### src/shared/sisr_consts.svh
`ifndef SISR_CONSTS_SVH
`define SISR_CONSTS_SVH

// Register bus geometry
`define SISR_ADDR_W        8
`define SISR_DATA_W        32

// Register offsets (byte addresses)
`define SISR_OFS_CONFIG    8'h00
`define SISR_OFS_ALLOC     8'h04
`define SISR_OFS_RESTART   8'h08
`define SISR_OFS_FUNC      8'h0C
`define SISR_OFS_PINS      8'h10
`define SISR_OFS_ACTIVE    8'h14

// CONFIG fields
`define SISR_CFG_ALLOC_BIT 0
`define SISR_CFG_MODE_LSB  4
`define SISR_CFG_MODE_MSB  7

// RESTART field
`define SISR_RESTART_BIT   0

// Reset values: fixed allocation, position control
`define SISR_CFG_RST       32'h0000_0010
`define SISR_MODE_RST      4'h1
// Nibble per slot: run 0, gain 1, fwd/rev prohibit 8, alarm 4, limits 5/6
`define SISR_ALLOC_RST     32'h0654_8810

// Allocation codes
`define SISR_CODE_ON       4'h7
`define SISR_CODE_OFF      4'h8
`define SISR_CODE_HI_BASE  4'h9

// Connector and slots
`define SISR_NUM_PINS      7
`define SISR_NUM_SLOTS     7
`define SISR_SLOT_RUN      0
`define SISR_SLOT_GAIN     1
`define SISR_SLOT_FWD_PRO  2
`define SISR_SLOT_REV_PRO  3
`define SISR_SLOT_ALARM    4
`define SISR_SLOT_FWD_LIM  5
`define SISR_SLOT_REV_LIM  6

`endif

### src/shared/sisr_pkg.sv
package sisr_pkg;

	typedef logic [3:0]  sisr_code_t;
	typedef logic [6:0]  sisr_pins_t;
	typedef logic [7:0]  sisr_addr_t;
	typedef logic [31:0] sisr_word_t;

	typedef enum logic [3:0] {
		SISR_CM_SPEED      = 4'h0,
		SISR_CM_POSITION   = 4'h1,
		SISR_CM_TORQUE     = 4'h2,
		SISR_CM_INT_SPEED  = 4'h3,
		SISR_CM_INT_SPD    = 4'h4,
		SISR_CM_INT_POS    = 4'h5,
		SISR_CM_INT_TRQ    = 4'h6,
		SISR_CM_POS_SPD    = 4'h7,
		SISR_CM_POS_TRQ    = 4'h8,
		SISR_CM_SPD_TRQ    = 4'h9,
		SISR_CM_SPD_LOCK   = 4'hA,
		SISR_CM_POS_INHIB  = 4'hB
	} sisr_mode_e;

endpackage : sisr_pkg

### src/design/sisr_alloc.sv
`timescale 1ns/1ps
`default_nettype none
`include "sisr_consts.svh"

module sisr_alloc (
	input  wire sisr_pkg::sisr_pins_t pins_i,
	input  wire sisr_pkg::sisr_code_t code_i,
	input  wire logic                 user_mode_i,
	input  wire logic [2:0]           fixed_pin_i,
	output logic                      active_o
);
	import sisr_pkg::*;

	wire       is_on   = (code_i == `SISR_CODE_ON);
	wire       is_off  = (code_i == `SISR_CODE_OFF);
	wire       is_low  = (code_i < `SISR_CODE_ON);
	wire [3:0] hi_diff = code_i - `SISR_CODE_HI_BASE;
	wire [2:0] hi_idx  = hi_diff[2:0];
	wire [2:0] lo_idx  = code_i[2:0];

	wire fixed_lvl = ~pins_i[fixed_pin_i];
	wire user_lvl  = is_low ? ~pins_i[lo_idx] : pins_i[hi_idx];

	// Forced codes win in either allocation mode
	assign active_o = is_on  ? 1'b1 :            // [RL15] [RL18] [RL19]
	                  is_off ? 1'b0 :            // [RL15] [RL18] [RL19]
	                  user_mode_i ? user_lvl :   // [RL16] [RL18]
	                  fixed_lvl;                 // [RL19]

endmodule : sisr_alloc

`default_nettype wire

### src/design/sisr_router.sv
// How it works
// [RL1] Fixed allocation: run comes from first line
// [RL2] Line two is gain reduction in modes 0,1
// [RL3] Modes 3-5, no speed select: gain reduction
// [RL4] Modes 3-6, speed select active: rotation direction
// [RL5] Modes 7-9: line two switches control mode
// [RL6] Mode A: line two is position lock
// [RL7] Mode b: line two inhibits command pulses
// [RL8] Drive prohibit forced inactive by default
// [RL9] Fixed allocation: alarm reset from fifth line
// [RL10] Line six: forward limit, or speed select 1
// [RL11] Line seven: reverse limit, or speed select 2
// [RL12] Pair one: positioning done or speed match
// [RL13] Pair two rotating, pair three servo ready
// [RL14] Allocation mode: 0 fixed, 1 user, default 0
// [RL15] Fixed mode: pins locked, forcing still allowed
// [RL16] User mode: one pin may drive many functions
// [RL17] Run allocation is four bits, default 0
// [RL18] Codes 0-6 low, 9-F high, 7 on, 8 off
// [RL19] Fixed mode uses default pin, active low
// [RL20] Settings take effect only at restart
// [RL21] Input lines pass two synchronising flip-flops
//
// The strobed register port and the register addresses were chosen for this implementation.
`timescale 1ns/1ps
`default_nettype none
`include "sisr_consts.svh"

module sisr_router (
	input  wire logic                 core_clk_i,
	input  wire logic                 reset_i,
	// Register port
	input  wire sisr_pkg::sisr_addr_t addr_i,
	input  wire sisr_pkg::sisr_word_t wr_data_i,
	input  wire logic                 wr_i,
	input  wire logic                 rd_i,
	output sisr_pkg::sisr_word_t      rd_data_o,
	// Connector input lines
	input  wire sisr_pkg::sisr_pins_t io_connector_i,
	// Status from the servo core
	input  wire logic                 positioning_done_i,
	input  wire logic                 speed_match_i,
	input  wire logic                 motor_rotating_i,
	input  wire logic                 servo_ready_i,
	// Routed sequence functions
	output logic                      run_o,
	output logic                      gain_reduce_in_o,
	output logic                      rotation_dir_in_o,
	output logic                      ctrl_mode_switch_in_o,
	output logic                      position_lock_in_o,
	output logic                      pulse_inhibit_in_o,
	output logic                      fwd_prohibit_in_o,
	output logic                      rev_prohibit_o,
	output logic                      alarm_reset_o,
	output logic                      fwd_current_limit_in_o,
	output logic                      rev_current_limit_in_o,
	output logic                      speed_sel_a_in_o,
	output logic                      speed_sel_b_in_o,
	// Output pin pairs
	output logic                      out_pair1_o,
	output logic                      out_pair2_o,
	output logic                      out_pair3_o
);
	import sisr_pkg::*;

	// Staged settings written by software
	logic       alloc_mode_stg_q;
	sisr_code_t ctrl_mode_stg_q;
	sisr_word_t alloc_stg_q;

	// Settings in force since the last restart
	logic       allocation_mode_q;
	sisr_code_t control_mode_select_q;
	sisr_word_t alloc_act_q;

	logic       restart_q;
	sisr_word_t rd_data_q;

	// Bus decode
	// Exact decode, so no alias can reach the restart strobe
	wire hit_config  = (addr_i == `SISR_OFS_CONFIG);
	wire hit_alloc   = (addr_i == `SISR_OFS_ALLOC);
	wire hit_restart = (addr_i == `SISR_OFS_RESTART);
	wire hit_func    = (addr_i == `SISR_OFS_FUNC);
	wire hit_pins    = (addr_i == `SISR_OFS_PINS);
	wire hit_active  = (addr_i == `SISR_OFS_ACTIVE);

	wire wr_config  = wr_i && hit_config;
	wire wr_alloc   = wr_i && hit_alloc;
	wire wr_restart = wr_i && hit_restart && wr_data_i[`SISR_RESTART_BIT];

	// Staged settings
	always_ff @(posedge core_clk_i) begin
		if (reset_i) begin
			alloc_mode_stg_q <= 1'b0;
			ctrl_mode_stg_q  <= `SISR_MODE_RST;
		end else if (wr_config) begin
			alloc_mode_stg_q <= wr_data_i[`SISR_CFG_ALLOC_BIT];
			ctrl_mode_stg_q  <= wr_data_i[`SISR_CFG_MODE_MSB:`SISR_CFG_MODE_LSB];
		end
	end

	// Top nibble has no slot behind it and is dropped on write
	always_ff @(posedge core_clk_i) begin
		if (reset_i) begin
			alloc_stg_q <= `SISR_ALLOC_RST;
		end else if (wr_alloc) begin
			alloc_stg_q <= {4'h0, wr_data_i[27:0]};
		end
	end

	// Live settings change only at reset or a soft restart, never mid-run
	always_ff @(posedge core_clk_i) begin
		if (reset_i) begin
			allocation_mode_q     <= 1'b0;                  // [RL14]
			control_mode_select_q <= `SISR_MODE_RST;
			alloc_act_q           <= `SISR_ALLOC_RST;       // [RL8] [RL17]
		end else if (restart_q) begin
			allocation_mode_q     <= alloc_mode_stg_q;      // [RL20]
			control_mode_select_q <= ctrl_mode_stg_q;       // [RL20]
			alloc_act_q           <= alloc_stg_q;           // [RL20]
		end
	end

	// One cycle delay keeps the staged write and the copy on separate edges
	always_ff @(posedge core_clk_i) begin
		if (reset_i) begin
			restart_q <= 1'b0;
		end else begin
			restart_q <= wr_restart;
		end
	end

	// Input synchronisers
	// Preloaded inactive so reset never shows a false active line
	sisr_pins_t pins_sync;

	sisr_sync #(
		.WIDTH (`SISR_NUM_PINS)
	) u_sync (
		.core_clk_i (core_clk_i),
		.reset_i    (reset_i),
		.async_i    (io_connector_i),   // [RL21]
		.sync_o     (pins_sync)
	);

	// One allocator per function slot
	// All slots see all lines, so one line may feed several functions
	logic [`SISR_NUM_SLOTS-1:0] slot_act;

	genvar gi;
	generate
		for (gi = 0; gi < `SISR_NUM_SLOTS; gi++) begin : g_slot
			sisr_alloc u_alloc (
				.pins_i      (pins_sync),
				.code_i      (alloc_act_q[4*gi +: 4]),
				.user_mode_i (allocation_mode_q),       // [RL14]
				.fixed_pin_i (3'(gi)),                  // [RL1] [RL9] [RL19]
				.active_o    (slot_act[gi])
			);
		end
	endgenerate

	wire run_slot   = slot_act[`SISR_SLOT_RUN];        // [RL1]
	wire gain_slot  = slot_act[`SISR_SLOT_GAIN];
	wire fpro_slot  = slot_act[`SISR_SLOT_FWD_PRO];    // [RL8]
	wire rpro_slot  = slot_act[`SISR_SLOT_REV_PRO];    // [RL8]
	wire alarm_slot = slot_act[`SISR_SLOT_ALARM];      // [RL9]
	wire flim_slot  = slot_act[`SISR_SLOT_FWD_LIM];
	wire rlim_slot  = slot_act[`SISR_SLOT_REV_LIM];

	// Control mode classes
	// Codes above b fall in no class: line two idle, limits stay limits
	sisr_mode_e cm;
	assign cm = sisr_mode_e'(control_mode_select_q);

	wire cm_basic  = (cm == SISR_CM_SPEED) || (cm == SISR_CM_POSITION);
	wire cm_int35  = (cm >= SISR_CM_INT_SPEED) && (cm <= SISR_CM_INT_POS);
	wire cm_int36  = (cm >= SISR_CM_INT_SPEED) && (cm <= SISR_CM_INT_TRQ);
	wire cm_switch = (cm >= SISR_CM_POS_SPD) && (cm <= SISR_CM_SPD_TRQ);
	wire cm_lock   = (cm == SISR_CM_SPD_LOCK);
	wire cm_inhib  = (cm == SISR_CM_POS_INHIB);

	// Limit slots double as speed selects in internal speed modes
	wire spd_a   = cm_int36 && flim_slot;               // [RL10]
	wire spd_b   = cm_int36 && rlim_slot;               // [RL11]
	wire f_lim   = !cm_int36 && flim_slot;              // [RL10]
	wire r_lim   = !cm_int36 && rlim_slot;              // [RL11]
	wire spd_any = spd_a || spd_b;

	// Second line serves a different function per mode
	wire gain_d  = gain_slot && (cm_basic || (cm_int35 && !spd_any)); // [RL2] [RL3]
	wire rotation_dir_in_d  = gain_slot && cm_int36 && spd_any;    // [RL4]
	wire mswt_d  = gain_slot && cm_switch;              // [RL5]
	wire lock_d  = gain_slot && cm_lock;                // [RL6]
	wire inhib_d = gain_slot && cm_inhib;               // [RL7]

	// Position loop in force: switch inactive selects the first mode named
	wire pos_sw  = ((cm == SISR_CM_POS_SPD) || (cm == SISR_CM_POS_TRQ)) && !mswt_d;
	wire pos_int = (cm == SISR_CM_INT_POS) && !spd_any;
	wire pos_act = (cm == SISR_CM_POSITION) || cm_inhib || pos_sw || pos_int;

	wire pair1_d = pos_act ? positioning_done_i : speed_match_i; // [RL12]

	// Functions with a slot of their own, all registered
	always_ff @(posedge core_clk_i) begin
		if (reset_i) begin
			run_o             <= 1'b0;
			fwd_prohibit_in_o <= 1'b0;
			rev_prohibit_o    <= 1'b0;
			alarm_reset_o     <= 1'b0;
		end else begin
			run_o             <= run_slot;     // [RL1]
			fwd_prohibit_in_o <= fpro_slot;    // [RL8]
			rev_prohibit_o    <= rpro_slot;    // [RL8]
			alarm_reset_o     <= alarm_slot;   // [RL9]
		end
	end

	// Line-two group: at most one of these follows the slot in any mode
	always_ff @(posedge core_clk_i) begin
		if (reset_i) begin
			gain_reduce_in_o      <= 1'b0;
			rotation_dir_in_o     <= 1'b0;
			ctrl_mode_switch_in_o <= 1'b0;
			position_lock_in_o    <= 1'b0;
			pulse_inhibit_in_o    <= 1'b0;
		end else begin
			gain_reduce_in_o      <= gain_d;    // [RL2] [RL3]
			rotation_dir_in_o     <= rotation_dir_in_d;    // [RL4]
			ctrl_mode_switch_in_o <= mswt_d;    // [RL5]
			position_lock_in_o    <= lock_d;    // [RL6]
			pulse_inhibit_in_o    <= inhib_d;   // [RL7]
		end
	end

	// Limit slots: current limits or speed selects, never both at once
	always_ff @(posedge core_clk_i) begin
		if (reset_i) begin
			fwd_current_limit_in_o <= 1'b0;
			rev_current_limit_in_o <= 1'b0;
			speed_sel_a_in_o       <= 1'b0;
			speed_sel_b_in_o       <= 1'b0;
		end else begin
			fwd_current_limit_in_o <= f_lim;   // [RL10]
			rev_current_limit_in_o <= r_lim;   // [RL11]
			speed_sel_a_in_o       <= spd_a;   // [RL10]
			speed_sel_b_in_o       <= spd_b;   // [RL11]
		end
	end

	// Pair one changes meaning with the loop in force
	always_ff @(posedge core_clk_i) begin
		if (reset_i) begin
			out_pair1_o <= 1'b0;
		end else begin
			out_pair1_o <= pair1_d;            // [RL12]
		end
	end

	// Status pairs are only retimed, one cycle behind the core
	always_ff @(posedge core_clk_i) begin
		if (reset_i) begin
			out_pair2_o <= 1'b0;
			out_pair3_o <= 1'b0;
		end else begin
			out_pair2_o <= motor_rotating_i;   // [RL13]
			out_pair3_o <= servo_ready_i;      // [RL13]
		end
	end

	// Read-back views
	// Reads have no side effect, so software may poll freely
	sisr_word_t func_word;
	sisr_word_t config_word;
	sisr_word_t active_word;

	assign func_word = {19'h0_0000,
		speed_sel_b_in_o, speed_sel_a_in_o,
		rev_current_limit_in_o, fwd_current_limit_in_o,
		alarm_reset_o, rev_prohibit_o, fwd_prohibit_in_o,
		pulse_inhibit_in_o, position_lock_in_o,
		ctrl_mode_switch_in_o, rotation_dir_in_o,
		gain_reduce_in_o, run_o};

	assign config_word = {24'h00_0000, ctrl_mode_stg_q, 3'b000, alloc_mode_stg_q};
	assign active_word = {24'h00_0000, control_mode_select_q, 3'b000, allocation_mode_q};

	wire sisr_word_t rd_mux =
		hit_config ? config_word :
		hit_alloc  ? alloc_stg_q :
		hit_func   ? func_word :
		hit_pins   ? {25'h000_0000, pins_sync} :
		hit_active ? active_word :
		32'h0000_0000;

	// Read data valid only in the cycle after the strobe
	always_ff @(posedge core_clk_i) begin
		if (reset_i) begin
			rd_data_q <= 32'h0000_0000;
		end else begin
			rd_data_q <= rd_i ? rd_mux : 32'h0000_0000;
		end
	end

	assign rd_data_o = rd_data_q;

endmodule : sisr_router

`default_nettype wire

### src/design/sisr_sync.sv
`timescale 1ns/1ps
`default_nettype none

module sisr_sync #(
	parameter int WIDTH = 7
) (
	input  wire logic             core_clk_i,
	input  wire logic             reset_i,
	input  wire logic [WIDTH-1:0] async_i,
	output logic      [WIDTH-1:0] sync_o
);

	logic [WIDTH-1:0] meta_q;

	// First stage feeds only the second stage
	always_ff @(posedge core_clk_i) begin
		if (reset_i) begin
			meta_q <= '1;
			sync_o <= '1;
		end else begin
			meta_q <= async_i;
			sync_o <= meta_q;
		end
	end

endmodule : sisr_sync

`default_nettype wire

### config.mk
export PLATFORM = sky130hd
export DESIGN_NAME = sisr_router
export DESIGN_NICKNAME = d
export VERILOG_FILES = /design/src/shared/sisr_pkg.sv /design/src/design/sisr_alloc.sv /design/src/design/sisr_router.sv /design/src/design/sisr_sync.sv
export VERILOG_INCLUDE_DIRS = /design/src /design/src/shared
export SDC_FILE = /design/constraint.sdc
export NUM_CORES = 1
export LEC_CHECK = 0
export ABC_AREA = 1
export BUFFER_PORTS_ARGS = -buffer_cell sky130_fd_sc_hd__buf_4
export CORE_ASPECT_RATIO = 1.5
export CORE_UTILIZATION = 50
export CTS_CLUSTER_SIZE = 10
export DETAILED_ROUTE_END_ITERATION = 10
export GPL_TIMING_DRIVEN = 0
export PLACE_DENSITY = 0.75
export SLEW_MARGIN = 40
export SYNTH_ARGS = -nofsm -noshare
export SYNTH_HDL_FRONTEND = slang
export SYNTH_SLANG_ARGS = --single-unit
### constraint.sdc
create_clock -name core_clk_i -period 2.4 [get_ports core_clk_i]
set_clock_uncertainty 0.1 [all_clocks]
set_input_delay 0.36 -clock core_clk_i [delete_from_list [all_inputs] [get_ports core_clk_i]]
set_output_delay 0.36 -clock core_clk_i [all_outputs]
set_load 0.05 [all_outputs]
# Yosys cells after proc, flatten, opt, wreduce, memory -nomap -nowiden
# Index checks and enable logic that the tools add are counted.
[word_totals]
regBits = 125
out_inout_bits = 48
inputBits = 55
[classes]
addsub = 7
bitwise = 15
muxes = 62
eq_ne = 25
n_lt_le_gt_ge = 26
n_reduce_logical = 34
[op_table]
columns = ["cell", "n"]
rows = [
  ["< comparator 3 x 4 -> 1 bit, second input constant", 14],
  ["two-way mux 1 bit", 43],
  ["binary-select mux 1 bit (select 3 bit)", 14],
  ["== test 4 bit, second input constant", 10],
  ["== test 4 x 3 -> 1 bit, second input constant", 9],
  ["< comparator 4 x 3 -> 1 bit, second input constant", 7],
  ["two-way mux 28 bit", 1],
  ["two-way mux 8 bit", 3],
  ["subtractor 3 x 1 -> 3 bit, second input constant", 7],
  ["logical AND 1 bit", 20],
  ["== test 8 x 4 -> 1 bit, second input constant", 2],
  ["== test 8 x 5 -> 1 bit, second input constant", 2],
  ["inverter 1 bit", 15],
  ["two-way mux 13 bit", 1],
  ["== test 8 x 3 -> 1 bit, second input constant", 1],
  ["less-or-equal comparator 4 x 3 -> 1 bit, second input constant", 2],
  ["logical NOT 8 bit", 1],
  ["logical OR 1 bit", 7],
  ["== test 4 x 1 -> 1 bit, second input constant", 1],
  [">= comparator 4 x 2 -> 1 bit, second input constant", 1],
  [">= comparator 4 x 3 -> 1 bit, second input constant", 1],
  ["less-or-equal comparator 4 bit, second input constant", 1],
  ["logical NOT 4 bit", 1],
  ["logical NOT 1 bit", 3],
  ["other kinds (2)", 2],
]

# Logic depth before layout (Yosys ltp)
# Gate-level depths: netlist (run 1).
[depth]
ltp_word = 13
ltp_mapped = 17

# Modules after synthesis
# From an unflattened synthesis (run 1), not the netlist that was laid out.
[unflattened]
cells_unflattened = 1055
hier_area_um2 = 6731.5
[by_module_without_submodules]
columns = ["module", "instances", "cells_each", "area_per_inst_um2", "seq_area_each_um2"]
rows = [
  ["sisr_router", 1, 500, 4053.9, 2222.1],
  ["sisr_alloc", 7, 73, 325.3, 0.0],
  ["sisr_sync", 1, 44, 400.4, 280.3],
]

# Worst setup path before layout (run 1)
# OpenSTA, ideal clock, no wires.
[synth_timing]
kind = "flip-flop to flip-flop"
from = "reg alloc_act_q[20]"
to = "reg out_pair1_o"
stages_incl_launch_ff = 16
setup_slack_ns = 0.569
setup_time_ns = 0.115
arrival_time_ns = 1.616
required_ns = 2.185
path_cell_list = "dfxtp_1 > buf_6 > inv_6 > ha_1 > inv_1 > nand3_1 > nand2_1 > nand2_1 > nand3_1 > nand3_1 > nand2_1 > nand2_1 > nand2_1 > nand3_2 > a21oi_1 > nor2_1"
[synth_via]
elab_chain_cells = 13
[synth_lines]
columns = ["element", "line", "source"]
rows = [
  ["from (decl)", "sisr_router.sv:74", "sisr_word_t alloc_act_q;"],
  ["from (signal assigned)", "sisr_router.sv:117", "alloc_act_q <= `SISR_ALLOC_RST;"],
  ["from (signal assigned)", "sisr_router.sv:121", "alloc_act_q <= alloc_stg_q;"],
  ["subtractor 3 x 1 -> 3 bit (no source line) / binary-select mux 1 bit (select 3 bit) (equally long branches)", "--", ""],
  ["binary-select mux 1 bit (select 3 bit) / two-way mux 1 bit (equally long branches)", "sisr_alloc.sv:22", "wire user_lvl = is_low ? ~pins_i[lo_idx] : pins_i[hi_idx];"],
  ["two-way mux 1 bit (implied by the code) / inverter 1 bit (equally long branches)", "sisr_alloc.sv:22", ""],
  ["two-way mux 1 bit", "sisr_alloc.sv:22", ""],
  ["two-way mux 1 bit", "sisr_alloc.sv:27", "user_mode_i ? user_lvl :"],
  ["two-way mux 1 bit", "sisr_alloc.sv:26", "is_off ? 1'b0 :"],
  ["two-way mux 1 bit (*)", "sisr_alloc.sv:25", "assign active_o = is_on ? 1'b1 :"],
  ["logical AND 1 bit (*)", "sisr_router.sv:185", "wire spd_a = cm_int36 && flim_slot;"],
  ["logical OR 1 bit (*)", "sisr_router.sv:189", "wire spd_any = spd_a || spd_b;"],
  ["logical NOT 1 bit (*)", "sisr_router.sv:200", "wire pos_int = (cm == SISR_CM_INT_POS) && !spd_any;"],
  ["logical AND 1 bit (*)", "sisr_router.sv:200", ""],
  ["logical OR 1 bit (*)", "sisr_router.sv:201", "wire pos_act = (cm == SISR_CM_POSITION) || cm_inhib || pos_sw || pos_int;"],
  ["two-way mux 1 bit (*)", "sisr_router.sv:203", "wire pair1_d = pos_act ? positioning_done_i : speed_match_i;"],
  ["to (signal assigned)", "sisr_router.sv:257", "out_pair1_o <= pair1_d;"],
  ["to (decl)", "sisr_router.sv:60", "output logic out_pair1_o,"],
]
# Mark *: on every way between the ends. The rest lies on a longest branch, timed or not. The select of a mux whose other input is x is not followed.
# A chain may end at the register's enable or synchronous reset.

# Worst setup path after layout (run 1)
[layout_timing]
from = "reg alloc_act_q[16]"
to = "reg alarm_reset_o"
[layout_via]
elab_chain_cells = 7
[layout_lines]
columns = ["element", "line", "source"]
rows = [
  ["subtractor 3 x 1 -> 3 bit (no source line) / binary-select mux 1 bit (select 3 bit) (equally long branches)", "--", ""],
  ["binary-select mux 1 bit (select 3 bit) / two-way mux 1 bit (equally long branches)", "sisr_alloc.sv:22", ""],
  ["two-way mux 1 bit (implied by the code) / inverter 1 bit (equally long branches)", "sisr_alloc.sv:22", ""],
  ["two-way mux 1 bit", "sisr_alloc.sv:22", ""],
  ["two-way mux 1 bit", "sisr_alloc.sv:27", ""],
  ["two-way mux 1 bit", "sisr_alloc.sv:26", ""],
  ["two-way mux 1 bit (*)", "sisr_alloc.sv:25", ""],
  ["to (signal assigned)", "sisr_router.sv:216", "alarm_reset_o <= alarm_slot;"],
  ["to (decl)", "sisr_router.sv:54", "output logic alarm_reset_o,"],
]
# Marked as above.

==> results.json, run 1 <==
{
  "seq_area_frac_synth_pct": 43.4,
  "synth_top_cells_by_count": "125 x dfxtp_1, 125 x nand2_1, 78 x inv_1, 78 x nand3_1, 76 x a21oi_1",
  "min_period_ps": 2190,
  "async_flop_share_pct": 0,
  "final_nets": 959,
  "clk-insertion-delay-late_ps": 410,
  "ys_warn_count": 0,
  "finalWirelength_um": 17300,
  "die_h_um": 134,
  "p_comb_share_pct": 5.6,
  "cts_tree": "built",
  "clockPowerShare_pct": 50.2,
  "crit_path_start_kind": "flop",
  "n_fill_cell": 969,
  "top_level_ports": 103,
  "ctsRootBufferMaster": "clkbuf_16",
  "cts.sinks": 125,
  "setup_viol": 0,
  "maxCapViolations": 0,
  "instances_no_fill": 1048,
  "fmax_ghz": 0.456,
  "grt_util_all_layers_pct": 30.2,
  "dieArea_um2": 12000,
  "power_switching_uw": 1120,
  "diodes": 0,
  "slew_headroom_pct": 50.8,
  "grt_max_degree": 17,
  "powerDensity_nw_per_um2": 660,
  "drcViolationCount": 0,
  "holdWs_ps": 30.8,
  "yosys.area_share.simple_pct": 22.7,
  "ys_ff_latch": 125,
  "synth_mux_area_share_pct": 0,
  "hold_class": "in2reg",
  "synth_top_family_by_area": "simple AND/OR/NAND/NOR gates",
  "wl_per_cell_um": 16.5,
  "port-buffer-count": 94,
  "ys.flop_type": "dfxtp_1",
  "synth_fa_ha_area_share_pct": 3.04,
  "dp_hpwl_um": 12900,
  "crit_path_end": "alarm_reset_o$_SDFF_PP0_",
  "hold_violations": 0,
  "first_pass_iters": 8,
  "r2r_cells": 11,
  "cp.arrival_ps": 2380,
  "synthToLayoutAreaGrowth_pct": 25.0,
  "final.setup.tns_ps": 0,
  "final_util_pct": 64.9,
  "cp_max_fo": 10,
  "rsz0062_at_grt": "no",
  "cts_buffers": 17,
  "worstSetupEndpointType": "flop",
  "dp.cells": 1018,
  "synth.avg_cell_area_um2": 7.45,
  "globalplace.congestion": 0.944,
  "ir_worst_vdd_mv": 0.550,
  "rrSetupSlack_ps": 210,
  "synth_top_cell_by_area": "dfxtp_1",
  "crit_required_ps": 2590,
  "rr_startpoint": "alloc_act_q[16]$_SDFFE_PP0P_",
  "rows": 47,
  "drt_iter0_drc": 438,
  "synth_xor_area_share_pct": 1.06,
  "synth_area_um2": 5770,
  "fin_crit_sh_pct": 91.3,
  "slew_violations": 0,
  "critPathLaunch": "alloc_act_q[16]$_SDFFE_PP0P_",
  "num_vias": 5756,
  "outcome": "complete, no violations",
  "switching_share_pct": 23.6,
  "die_width_um": 89.7,
  "ant_nets": 0,
  "reg2reg_to": "alarm_reset_o$_SDFF_PP0_",
  "start_util_pct": 51.9,
  "synth-edff-count": 0,
  "pwr-share-seq_pct": 44.2,
  "grt-ovfl-total": 0,
  "synth_compound_area_share_pct": 19.0,
  "viasPerCell": 5.49,
  "coreArea_um2": 11100,
  "synthCells": 774,
  "ctsHoldBuffers": 0,
  "leakage_uw": 0.00327,
  "clk_pin_slew_worst_paths_ps": 60,
  "ys_types": 42,
  "cts_setup_buffers": 0,
  "grt_pass1_vias": 5597,
  "worstSetupPathType": "reg2reg",
  "power.internal_uw": 3640,
  "antenna_found_initial": 0,
  "worst_slew_pin_slew_ps": 739,
  "final_layout_size_suffix_gt1_share_pct": 20.8,
  "synthTopCellsByArea": "dfxtp_1 43%, nand2_1 8.1%, nand3_1 6.8%, a21oi_1 6.6%, o21ai_0 6.2%",
  "grt_pass1_wl_um": 26900,
  "cts_resized": 0,
  "clockBufferDepth": 2,
  "synth_top_area_share_pct": 43.4,
  "htree_levels": 4
}
cell usage in the layout, fill, tap and decap left out, drive strengths merged, types with 7 or more instances in the layout:
cell / netlist / final
nand2: 129 / 129
dfxtp: 125 / 125
buf: 27 / 121
inv: 90 / 91
o21ai: 80 / 80
nand3: 79 / 79
a21oi: 77 / 77
nor2: 63 / 63
clkbuf: 15 / 34
o211ai: 19 / 19
or2: 15 / 15
ha: 14 / 14
a31oi: 10 / 10
clkinv: 2 / 9
nor3: 7 / 7
power by group through the flow:
stage	Sequential (uW)	Clock, uW	Combinational [uW]
2_1_floorplan	2160	0	124
3_3_place_gp	2150	0	261
3_5_place_dp	2150	0	263
4_1_cts	2100	2390	265
5_1_grt	2110	2490	287
6_report	2100	2390	266
worst max-delay path: stages, from the launching register on:
cell and delay (ps):
dfxtp_1 330, buf_2 200, inv_1 140, ha_1 300
inv_1 70, a21oi_1 110, o21ai_0 90, a32oi_1 250
nand2_1 70, nand2_1 60, o21bai_1 60, a21oi_1 280
final cells by class:
type	count	area, um2	share of cell area (%)
multi-input cells	518	2660	36.9
flip-flops and latches	125	2500	34.7
repair buffers	94	706	9.79
clock buffers	19	443	6.14
inverters	92	355	4.93
plain buffers	42	265	3.68
well taps	147	184	2.55
clock inverters	11	96.3	1.34
stage by stage:
| step | setup WS, ps | total power, uW | area, um2 |
|---|---|---|---|
| 2_1_floorplan | 569 | 2290 | 5780 |
| 3_3_place_gp | 244 | 2410 | 6670 |
| 3_5_place_dp | 201 | 2410 | 6670 |
| 4_1_cts | 196 | 4760 | 7210 |
| 5_1_grt | 34.1 | 4880 | 7210 |
| 6_report | 208 | 4760 | 7210 |
how the worst min path moves through the flow:
stage | start | endpoint | slack [ps] | depth (start not counted)
3_5_place_dp | u_sync.meta_q[6]$_SDFF_PP1_ | u_sync.sync_o[6]$_SDFF_PP1_ | 290 | 1
4_1_cts | io_connector_i[6] | u_sync.meta_q[6]$_SDFF_PP1_ | 30 | 2
2_1_floorplan | u_sync.meta_q[0]$_SDFF_PP1_ | u_sync.sync_o[0]$_SDFF_PP1_ | 290 | 1
3_3_place_gp | u_sync.meta_q[4]$_SDFF_PP1_ | u_sync.sync_o[4]$_SDFF_PP1_ | 290 | 1
5_1_grt | io_connector_i[1] | u_sync.meta_q[1]$_SDFF_PP1_ | 30 | 2
6_report | io_connector_i[6] | u_sync.meta_q[6]$_SDFF_PP1_ | 30 | 2
state kept, by name, indices dropped and copies added (netlist names), 4 cells and up:
signal and count:
alloc_act_q 28, alloc_stg_q 28, rd_data_o 28, u_sync.meta_q 7
u_sync.sync_o 7, cm 4, ctrl_mode_stg_q 4
logic make-up after synthesis:
family / Yosys count
AO/OA/AOI/OAI: 198
AND/OR/NAND/NOR: 295
buffers and inverters: 134
XOR/XNOR: 7
flip-flops: 125
adder cells (fa/ha/maj): 14
other: 1
routing by layer:
metal | share of wire, % | global-route usage (%) | vias up
met4 | 4.9 | 18.1 | 0
met1 | 37 | 32.2 | 2657
met5 | 0 | 0 | -
met3 | 4.8 | 5.51 | 65
li1 | - | - | 2798
met2 | 53 | 53.5 | 236
(Power assumes the default switching activity.)
==> inputs of run 2 (changes only) <==
--- a/config.mk
+++ b/config.mk
@@ -13,8 +13,9 @@
 export CTS_CLUSTER_SIZE = 10
 export DETAILED_ROUTE_END_ITERATION = 10
 export GPL_TIMING_DRIVEN = 0
-export PLACE_DENSITY = 0.75
+export PLACE_DENSITY = 0.74
 export SLEW_MARGIN = 40
 export SYNTH_ARGS = -nofsm -noshare
 export SYNTH_HDL_FRONTEND = slang
+export SYNTH_HIERARCHICAL = 1
 export SYNTH_SLANG_ARGS = --single-unit
==> run 2 against run 1 <==
- register-to-register slack better by 60 ps
- first-iteration DRC count is 14% lower
- utilization is 0.46 points higher
- highest routed layer unchanged
==> results.json, run 2 <==
{
  "outcome": "complete, no violations",
  "final_cell_mix": "296 x nand2_1, 153 x inv_1, 142 x nand3_1",
  "clk_pin_slew_worst_paths_ps": 50,
  "powerDensity_nw_per_um2": 621,
  "grt_pass1_vias": 6385,
  "coreArea_um2": 13100,
  "dp_slack_ps": 51.2,
  "clockBufferDepth": 2,
  "power.total_uw": 5310,
  "globalplace.congestion": 0.905,
  "ant_nets": 0,
  "slew_headroom_pct": 49.0,
  "cts_tree": "built",
  "crit_family": "simple AND/OR/NAND/NOR gates",
  "fin_crit_sh_pct": 89.0,
  "viasPerCell": 4.92,
  "min_period_ps": 2140,
  "maxCapViolations": 0,
  "instances_no_fill": 1397,
  "synth_fa_ha_area_share_pct": 2.60,
  "layout_commonest_cell": "nand2_1",
  "rrSetupSlack_ps": 260,
  "grt_max_degree": 23,
  "synth_top_cells_by_count": "299 x nand2_1, 153 x inv_1, 142 x nand3_1",
  "final_layout_size_suffix_gt1_share_pct": 17.0,
  "synth_xor_area_share_pct": 0,
  "synth_area_um2": 6730,
  "htree_levels": 4,
  "port-buffer-count": 94,
  "slowest_delay_ps": 350,
  "final.setup.tns_ps": 0,
  "dp.cells": 1366,
  "hold_class": "in2reg",
  "cp_max_fo": 8,
  "start_util_pct": 51.5,
  "die_h_um": 144,
  "path_cells": "buf_6 > inv_2 > ha_1 > nor2_1 > nor2_1 > nand2_1 > nand3_1 > nand3_1 > nand2_1 > nand2_2 > nand4_1 > nand3_1 > nand3_1 > nand2_1 > nor2_1",
  "wl_per_cell_um": 13.3,
  "top_level_ports": 103,
  "leakage_uw": 0.00471,
  "drcViolationCount": 0,
  "die_width_um": 96.7,
  "worstSetupEndpointType": "flop",
  "rsz0062_at_grt": "no",
  "synthToLayoutAreaGrowth_pct": 26.9,
  "crit_required_ps": 2600,
  "grt_pass1_wl_um": 30400,
  "cts_buffers": 17,
  "synth_top_family_by_area": "simple AND/OR/NAND/NOR gates",
  "fmax_ghz": 0.468,
  "num_vias": 6873,
  "crit_path_start_kind": "flop",
  "cts.sinks": 125,
  "cp.arrival_ps": 2340,
  "synthTopCellsByArea": "dfxtp_1 37%, nand2_1 17%, nand3_1 11%, inv_1 8.5%, nor2_1 5.8%",
  "ys.flop_type": "dfxtp_1",
  "seq_area_frac_synth_pct": 37.2,
  "grt_util_all_layers_pct": 27.5,
  "dp_hpwl_um": 13300,
  "ys_types": 27,
  "synthCells": 1055,
  "antenna_found_initial": 0,
  "async_flop_share_pct": 0,
  "cpMostUsedCell": "nand3_1",
  "grt-ovfl-total": 0,
  "rows": 51,
  "synth_top_area_share_pct": 37.2,
  "slowest_stage": "dfxtp_2",
  "cts_setup_buffers": 0,
  "hold_violations": 0,
  "drt_iter0_drc": 377,
  "synth-edff-count": 0,
  "critPathBufInv": 2,
  "ir_worst_vdd_mv": 0.535,
  "slew_violations": 0,
  "synth.avg_cell_area_um2": 6.38,
  "finalWirelength_um": 18600,
  "synth_compound_area_share_pct": 9.76,
  "first_pass_iters": 5,
  "worstSetupPathType": "reg2reg",
  "ys_ff_latch": 125,
  "diodes": 0,
  "synth_mux_area_share_pct": 0,
  "ctsRootBufferMaster": "clkbuf_16",
  "synthMostInstantiatedCell": "nand2_1",
  "ys_warn_count": 6,
  "worst_slack_ps": 263,
  "worst_slew_pin_slew_ps": 764,
  "yosys.area_share.simple_pct": 36.9,
  "final_nets": 1295,
  "synth_top_cell_by_area": "dfxtp_1",
  "setup_viol": 0,
  "dieArea_um2": 13900,
  "clk-insertion-delay-late_ps": 410
}
[run 2: cell types whose count changed in the layout (fill, tap and decap cells not counted), sizes merged, moves of 15 or more]
cell,before,now
or2,15,0
inv,91,173
a21oi,77,51
conb,4,60
nand2,129,312
nand3,79,142
o21ai,80,52
nor2,63,119
[run 2: metrics by stage]
step           hold slack (ps)  area [um2]  utilization [%]
6_report                  22.5        8540             65.3
5_1_grt                   11.2        8540             65.3
4_1_cts                   13.8        8510             65.0
3_5_place_dp               295        7860             60.1
3_3_place_gp               284        7850             60.0
2_1_floorplan              280        6950                -
[run 2: kinds of logic after synthesis]
group / count (synthesis)
compound gates: 122
simple gates: 583
fa+ha+maj: 14
flops: 125
other cells: 2
buf+inv: 209
[run 2: worst reg2reg max path: stages (launching register included)]
cell,delay (ps)
dfxtp_2,350
buf_6,130
inv_2,70
ha_1,350
nor2_1,120
nor2_1,50
nand2_1,60
nand3_1,80
nand3_1,70
nand2_1,70
nand2_2,110
nand4_1,150
nand3_1,140
nand3_1,80
nand2_1,60
nor2_1,40
[run 2: power breakdown]
group	switching (uW)	total [uW]	leakage [uW]	internal (uW)
Combinational	234	382	0.00338	149
Sequential	45.8	2150	0.00101	2100
Clock	894	2780	0.000316	1890
Total	1170	5310	0.00471	4140
[run 2: final timing paths]
kind                                                    end                         start  cells after the start
worst max-delay path                 out_pair1_o$_SDFF_PP0_  alloc_act_q[20]$_SDFFE_PP1P_                     15
worst min register to register  u_sync/sync_o[3]$_SDFF_PP1_   u_sync/meta_q[3]$_SDFF_PP1_                      2
worst min-delay path            u_sync/meta_q[2]$_SDFF_PP1_             io_connector_i[2]                      3
worst max register to register       out_pair1_o$_SDFF_PP0_  alloc_act_q[20]$_SDFFE_PP1P_                     15
[run 2: layout make-up]
| cell class | instances | area, um2 |
|---|---|---|
| buffer | 35 | 249 |
| tap | 159 | 199 |
| timing repair buffer | 94 | 706 |
| clock buffer | 20 | 457 |
| sequential | 125 | 2510 |
| inverter | 174 | 656 |
| fill | 1240 | 4540 |
| multi-input combinational | 779 | 3570 |
| clock inverter | 11 | 190 |
[run 2: layer usage]
layer	routed length (um)	track usage, %	vias up	share of wire [%]
li1	-	-	3585	-
met1	7750	30.9	3040	42
met2	9270	49.8	201	50
met3	895	4.30	47	4.8
met4	719	15.2	0	3.9
met5	0	0	-	0
[run 2: timing repair]
| item | 4_1_cts | 5_1_grt |
|---|---|---|
| endpoints found under the setup margin | 0 | 2 |
| resized for setup | 0 | 9 |
| hold endpoints to repair | 0 | 0 |
| hold buffers | 0 | 0 |
==> inputs of run 3 (changes only) <==
--- a/config.mk
+++ b/config.mk
@@ -9,11 +9,13 @@
 export ABC_AREA = 1
 export BUFFER_PORTS_ARGS = -buffer_cell sky130_fd_sc_hd__buf_4
 export CORE_ASPECT_RATIO = 1.5
-export CORE_UTILIZATION = 50
+export CORE_MARGIN = 4
+export CORE_UTILIZATION = 40
 export CTS_CLUSTER_SIZE = 10
 export DETAILED_ROUTE_END_ITERATION = 10
 export GPL_TIMING_DRIVEN = 0
-export PLACE_DENSITY = 0.74
+export PLACE_DENSITY = 0.62
+export RECOVER_POWER = 25
 export SLEW_MARGIN = 40
 export SYNTH_ARGS = -nofsm -noshare
 export SYNTH_HDL_FRONTEND = slang
==> run 3 against run 2 <==
- count of clock-buffer cells in the layout fell by 3
- critical path depth is 1 higher
- total power is 4.2% lower
- clock power decreased by 7.6%
- global-route usage fell by 6.5 points
- sequential cell count unchanged
- non-clock buffer count grew 1
- combinational power fell by 1%
- largest cell class unchanged
==> results.json, run 3 (same netlist as run 2, synthesis figures left out) <==
{
  "diodes": 0,
  "powerDensity_nw_per_um2": 599,
  "drcViolationCount": 0,
  "wl_per_cell_um": 13.3,
  "n_fill_cell": 1646,
  "final_nets": 1296,
  "hold_violations": 0,
  "ff_latch_area_um2": 2510,
  "design_area_um2": 8490,
  "holdWs_ps": 18.1,
  "crit_path_start_kind": "flop",
  "ant_nets": 0,
  "fmax_ghz": 0.452,
  "htree_levels": 4,
  "grt_max_degree": 23,
  "clk_pin_slew_worst_paths_ps": 60,
  "final_util_pct": 52.0,
  "grt-ovfl-total": 0,
  "cts_buffers": 17,
  "maxCapViolations": 0,
  "die_width_um": 114,
  "multi_input_area_um2": 3540,
  "outcome": "complete, no violations",
  "leakage_uw": 0.00464,
  "placedInstanceArea_um2": 7920,
  "first_pass_iters": 5,
  "worstSetupPathType": "reg2reg",
  "worstSetupEndpointType": "flop",
  "antenna_found_initial": 0,
  "coreArea_um2": 16300,
  "globalplace.congestion": 0.879,
  "p_comb_share_pct": 7.4,
  "hold_class": "in2reg",
  "grt_pass1_wl_um": 32000,
  "dieArea_um2": 19000,
  "power.internal_uw": 3790,
  "clk-insertion-delay-late_ps": 420,
  "layout_commonest_cell": "nand2_1",
  "cp_max_fo": 8,
  "clockPowerShare_pct": 50.4,
  "top_level_ports": 103,
  "pwr-share-seq_pct": 42.1,
  "switching_share_pct": 25.5,
  "rr_startpoint": "alloc_act_q[4]$_SDFFE_PP1P_",
  "cp.arrival_ps": 2430,
  "grt_pass1_vias": 6401,
  "slew_violations": 0,
  "synthToLayoutAreaGrowth_pct": 26.2,
  "cts.sinks": 125,
  "ctsRootBufferMaster": "clkbuf_16",
  "use_met3_pct": 3.01,
  "min_period_ps": 2210,
  "final.setup.tns_ps": 0,
  "start_util_pct": 41.2,
  "holdCritStartpoint": "io_connector_i[2]",
  "grt_util_all_layers_pct": 21.0,
  "clockBufferDepth": 2,
  "ir_worst_vdd_mv": 0.515,
  "slew_headroom_pct": 42.8,
  "setup_viol": 0,
  "rows": 57,
  "dp_hpwl_um": 14100,
  "rsz0062_at_grt": "no",
  "critPathLaunch": "alloc_act_q[4]$_SDFFE_PP1P_",
  "power_switching_uw": 1300,
  "final_layout_size_suffix_gt1_share_pct": 15.7,
  "fin_crit_sh_pct": 92.2,
  "drt_iter0_drc": 351,
  "viasPerCell": 4.67,
  "finalWirelength_um": 19200,
  "cts_tree": "built",
  "num_vias": 6756,
  "worst_slew_pin_slew_ps": 858,
  "grtUsageMet2_pct": 35.7,
  "die_h_um": 167,
  "grt_busiest_layer": "met2",
  "final_cell_mix": "298 x nand2_1, 155 x inv_1, 142 x nand3_1",
  "crit_required_ps": 2620,
  "met1_usage_pct": 25.6,
  "port-buffer-count": 94
}
run 3: cell count changes in the layout (fill, tap and decap cells not counted), moves of 3 or more:
cell / delta
o21ai_0: +7
clkbuf_1: +8
buf_4: -6
bufinv_16: -3
inv_6: +5
o21ai_1: -7
buf_2: -3
run 3: worst max-delay path: stages, from the launching register on:
cell and delay (ps):
dfxtp_1 380, buf_6 150, inv_2 80, ha_1 350
inv_1 60, nand3_1 80, nand2_1 60, nand2_1 50
nand3_1 60, nand3_1 70, nand2_1 60, nand2_1 170
inv_1 60, a21oi_1 180, nand3_1 100, nand2_1 60
nor2_1 50
run 3: per-layer routing:
metal	vias up	share of wire [%]
li1	3581	-
met1	2967	43
met2	167	49
met3	41	4.4
met4	0	3.8
met5	-	0
run 3: power by group through the flow:
stage	Combinational, uW	Clock [uW]	Sequential, uW
after floorplan	214	0	2200
after global placement	372	0	2190
after detailed placement	373	0	2190
after CTS	376	2600	2140
after global routing	428	2680	2150
final	377	2570	2140
run 3: final cells by class:
type	count	share of cell area [%]
multi-input combinational	779	41.7
sequential	125	29.6
timing repair buffer	95	8.21
inverter	174	7.72
clock buffer	17	5.01
tap	206	3.04
buffer	35	2.80
clock inverter	15	1.92
run 3: timing repair:
action / in CTS / in global routing
hold buffers: 1 / 0
resized for setup: 0 / 4
setup endpoints to repair: 0 / 2
endpoints found under the hold margin: 1 / 0
setup buffers: 0 / 0
run 3: path summary, 6_finish.rpt:
path,endpoint,slack (ps),depth (start not counted)
worst min register to register,u_sync/sync_o[5]$_SDFF_PP1_,300,2
worst min-delay path,u_sync/meta_q[2]$_SDFF_PP1_,20,3
worst max register to register,out_pair1_o$_SDFF_PP0_,190,16
worst max-delay path,out_pair1_o$_SDFF_PP0_,190,16
run 3: through the flow:
step	cells	total power (uW)	setup WS [ps]
global route	1446	5260	15.5
finish	1446	5090	187
CTS	1446	5120	65.5
global placement	1413	2560	-65.3
detailed placement	1413	2560	79.3
floorplan	1113	2410	512
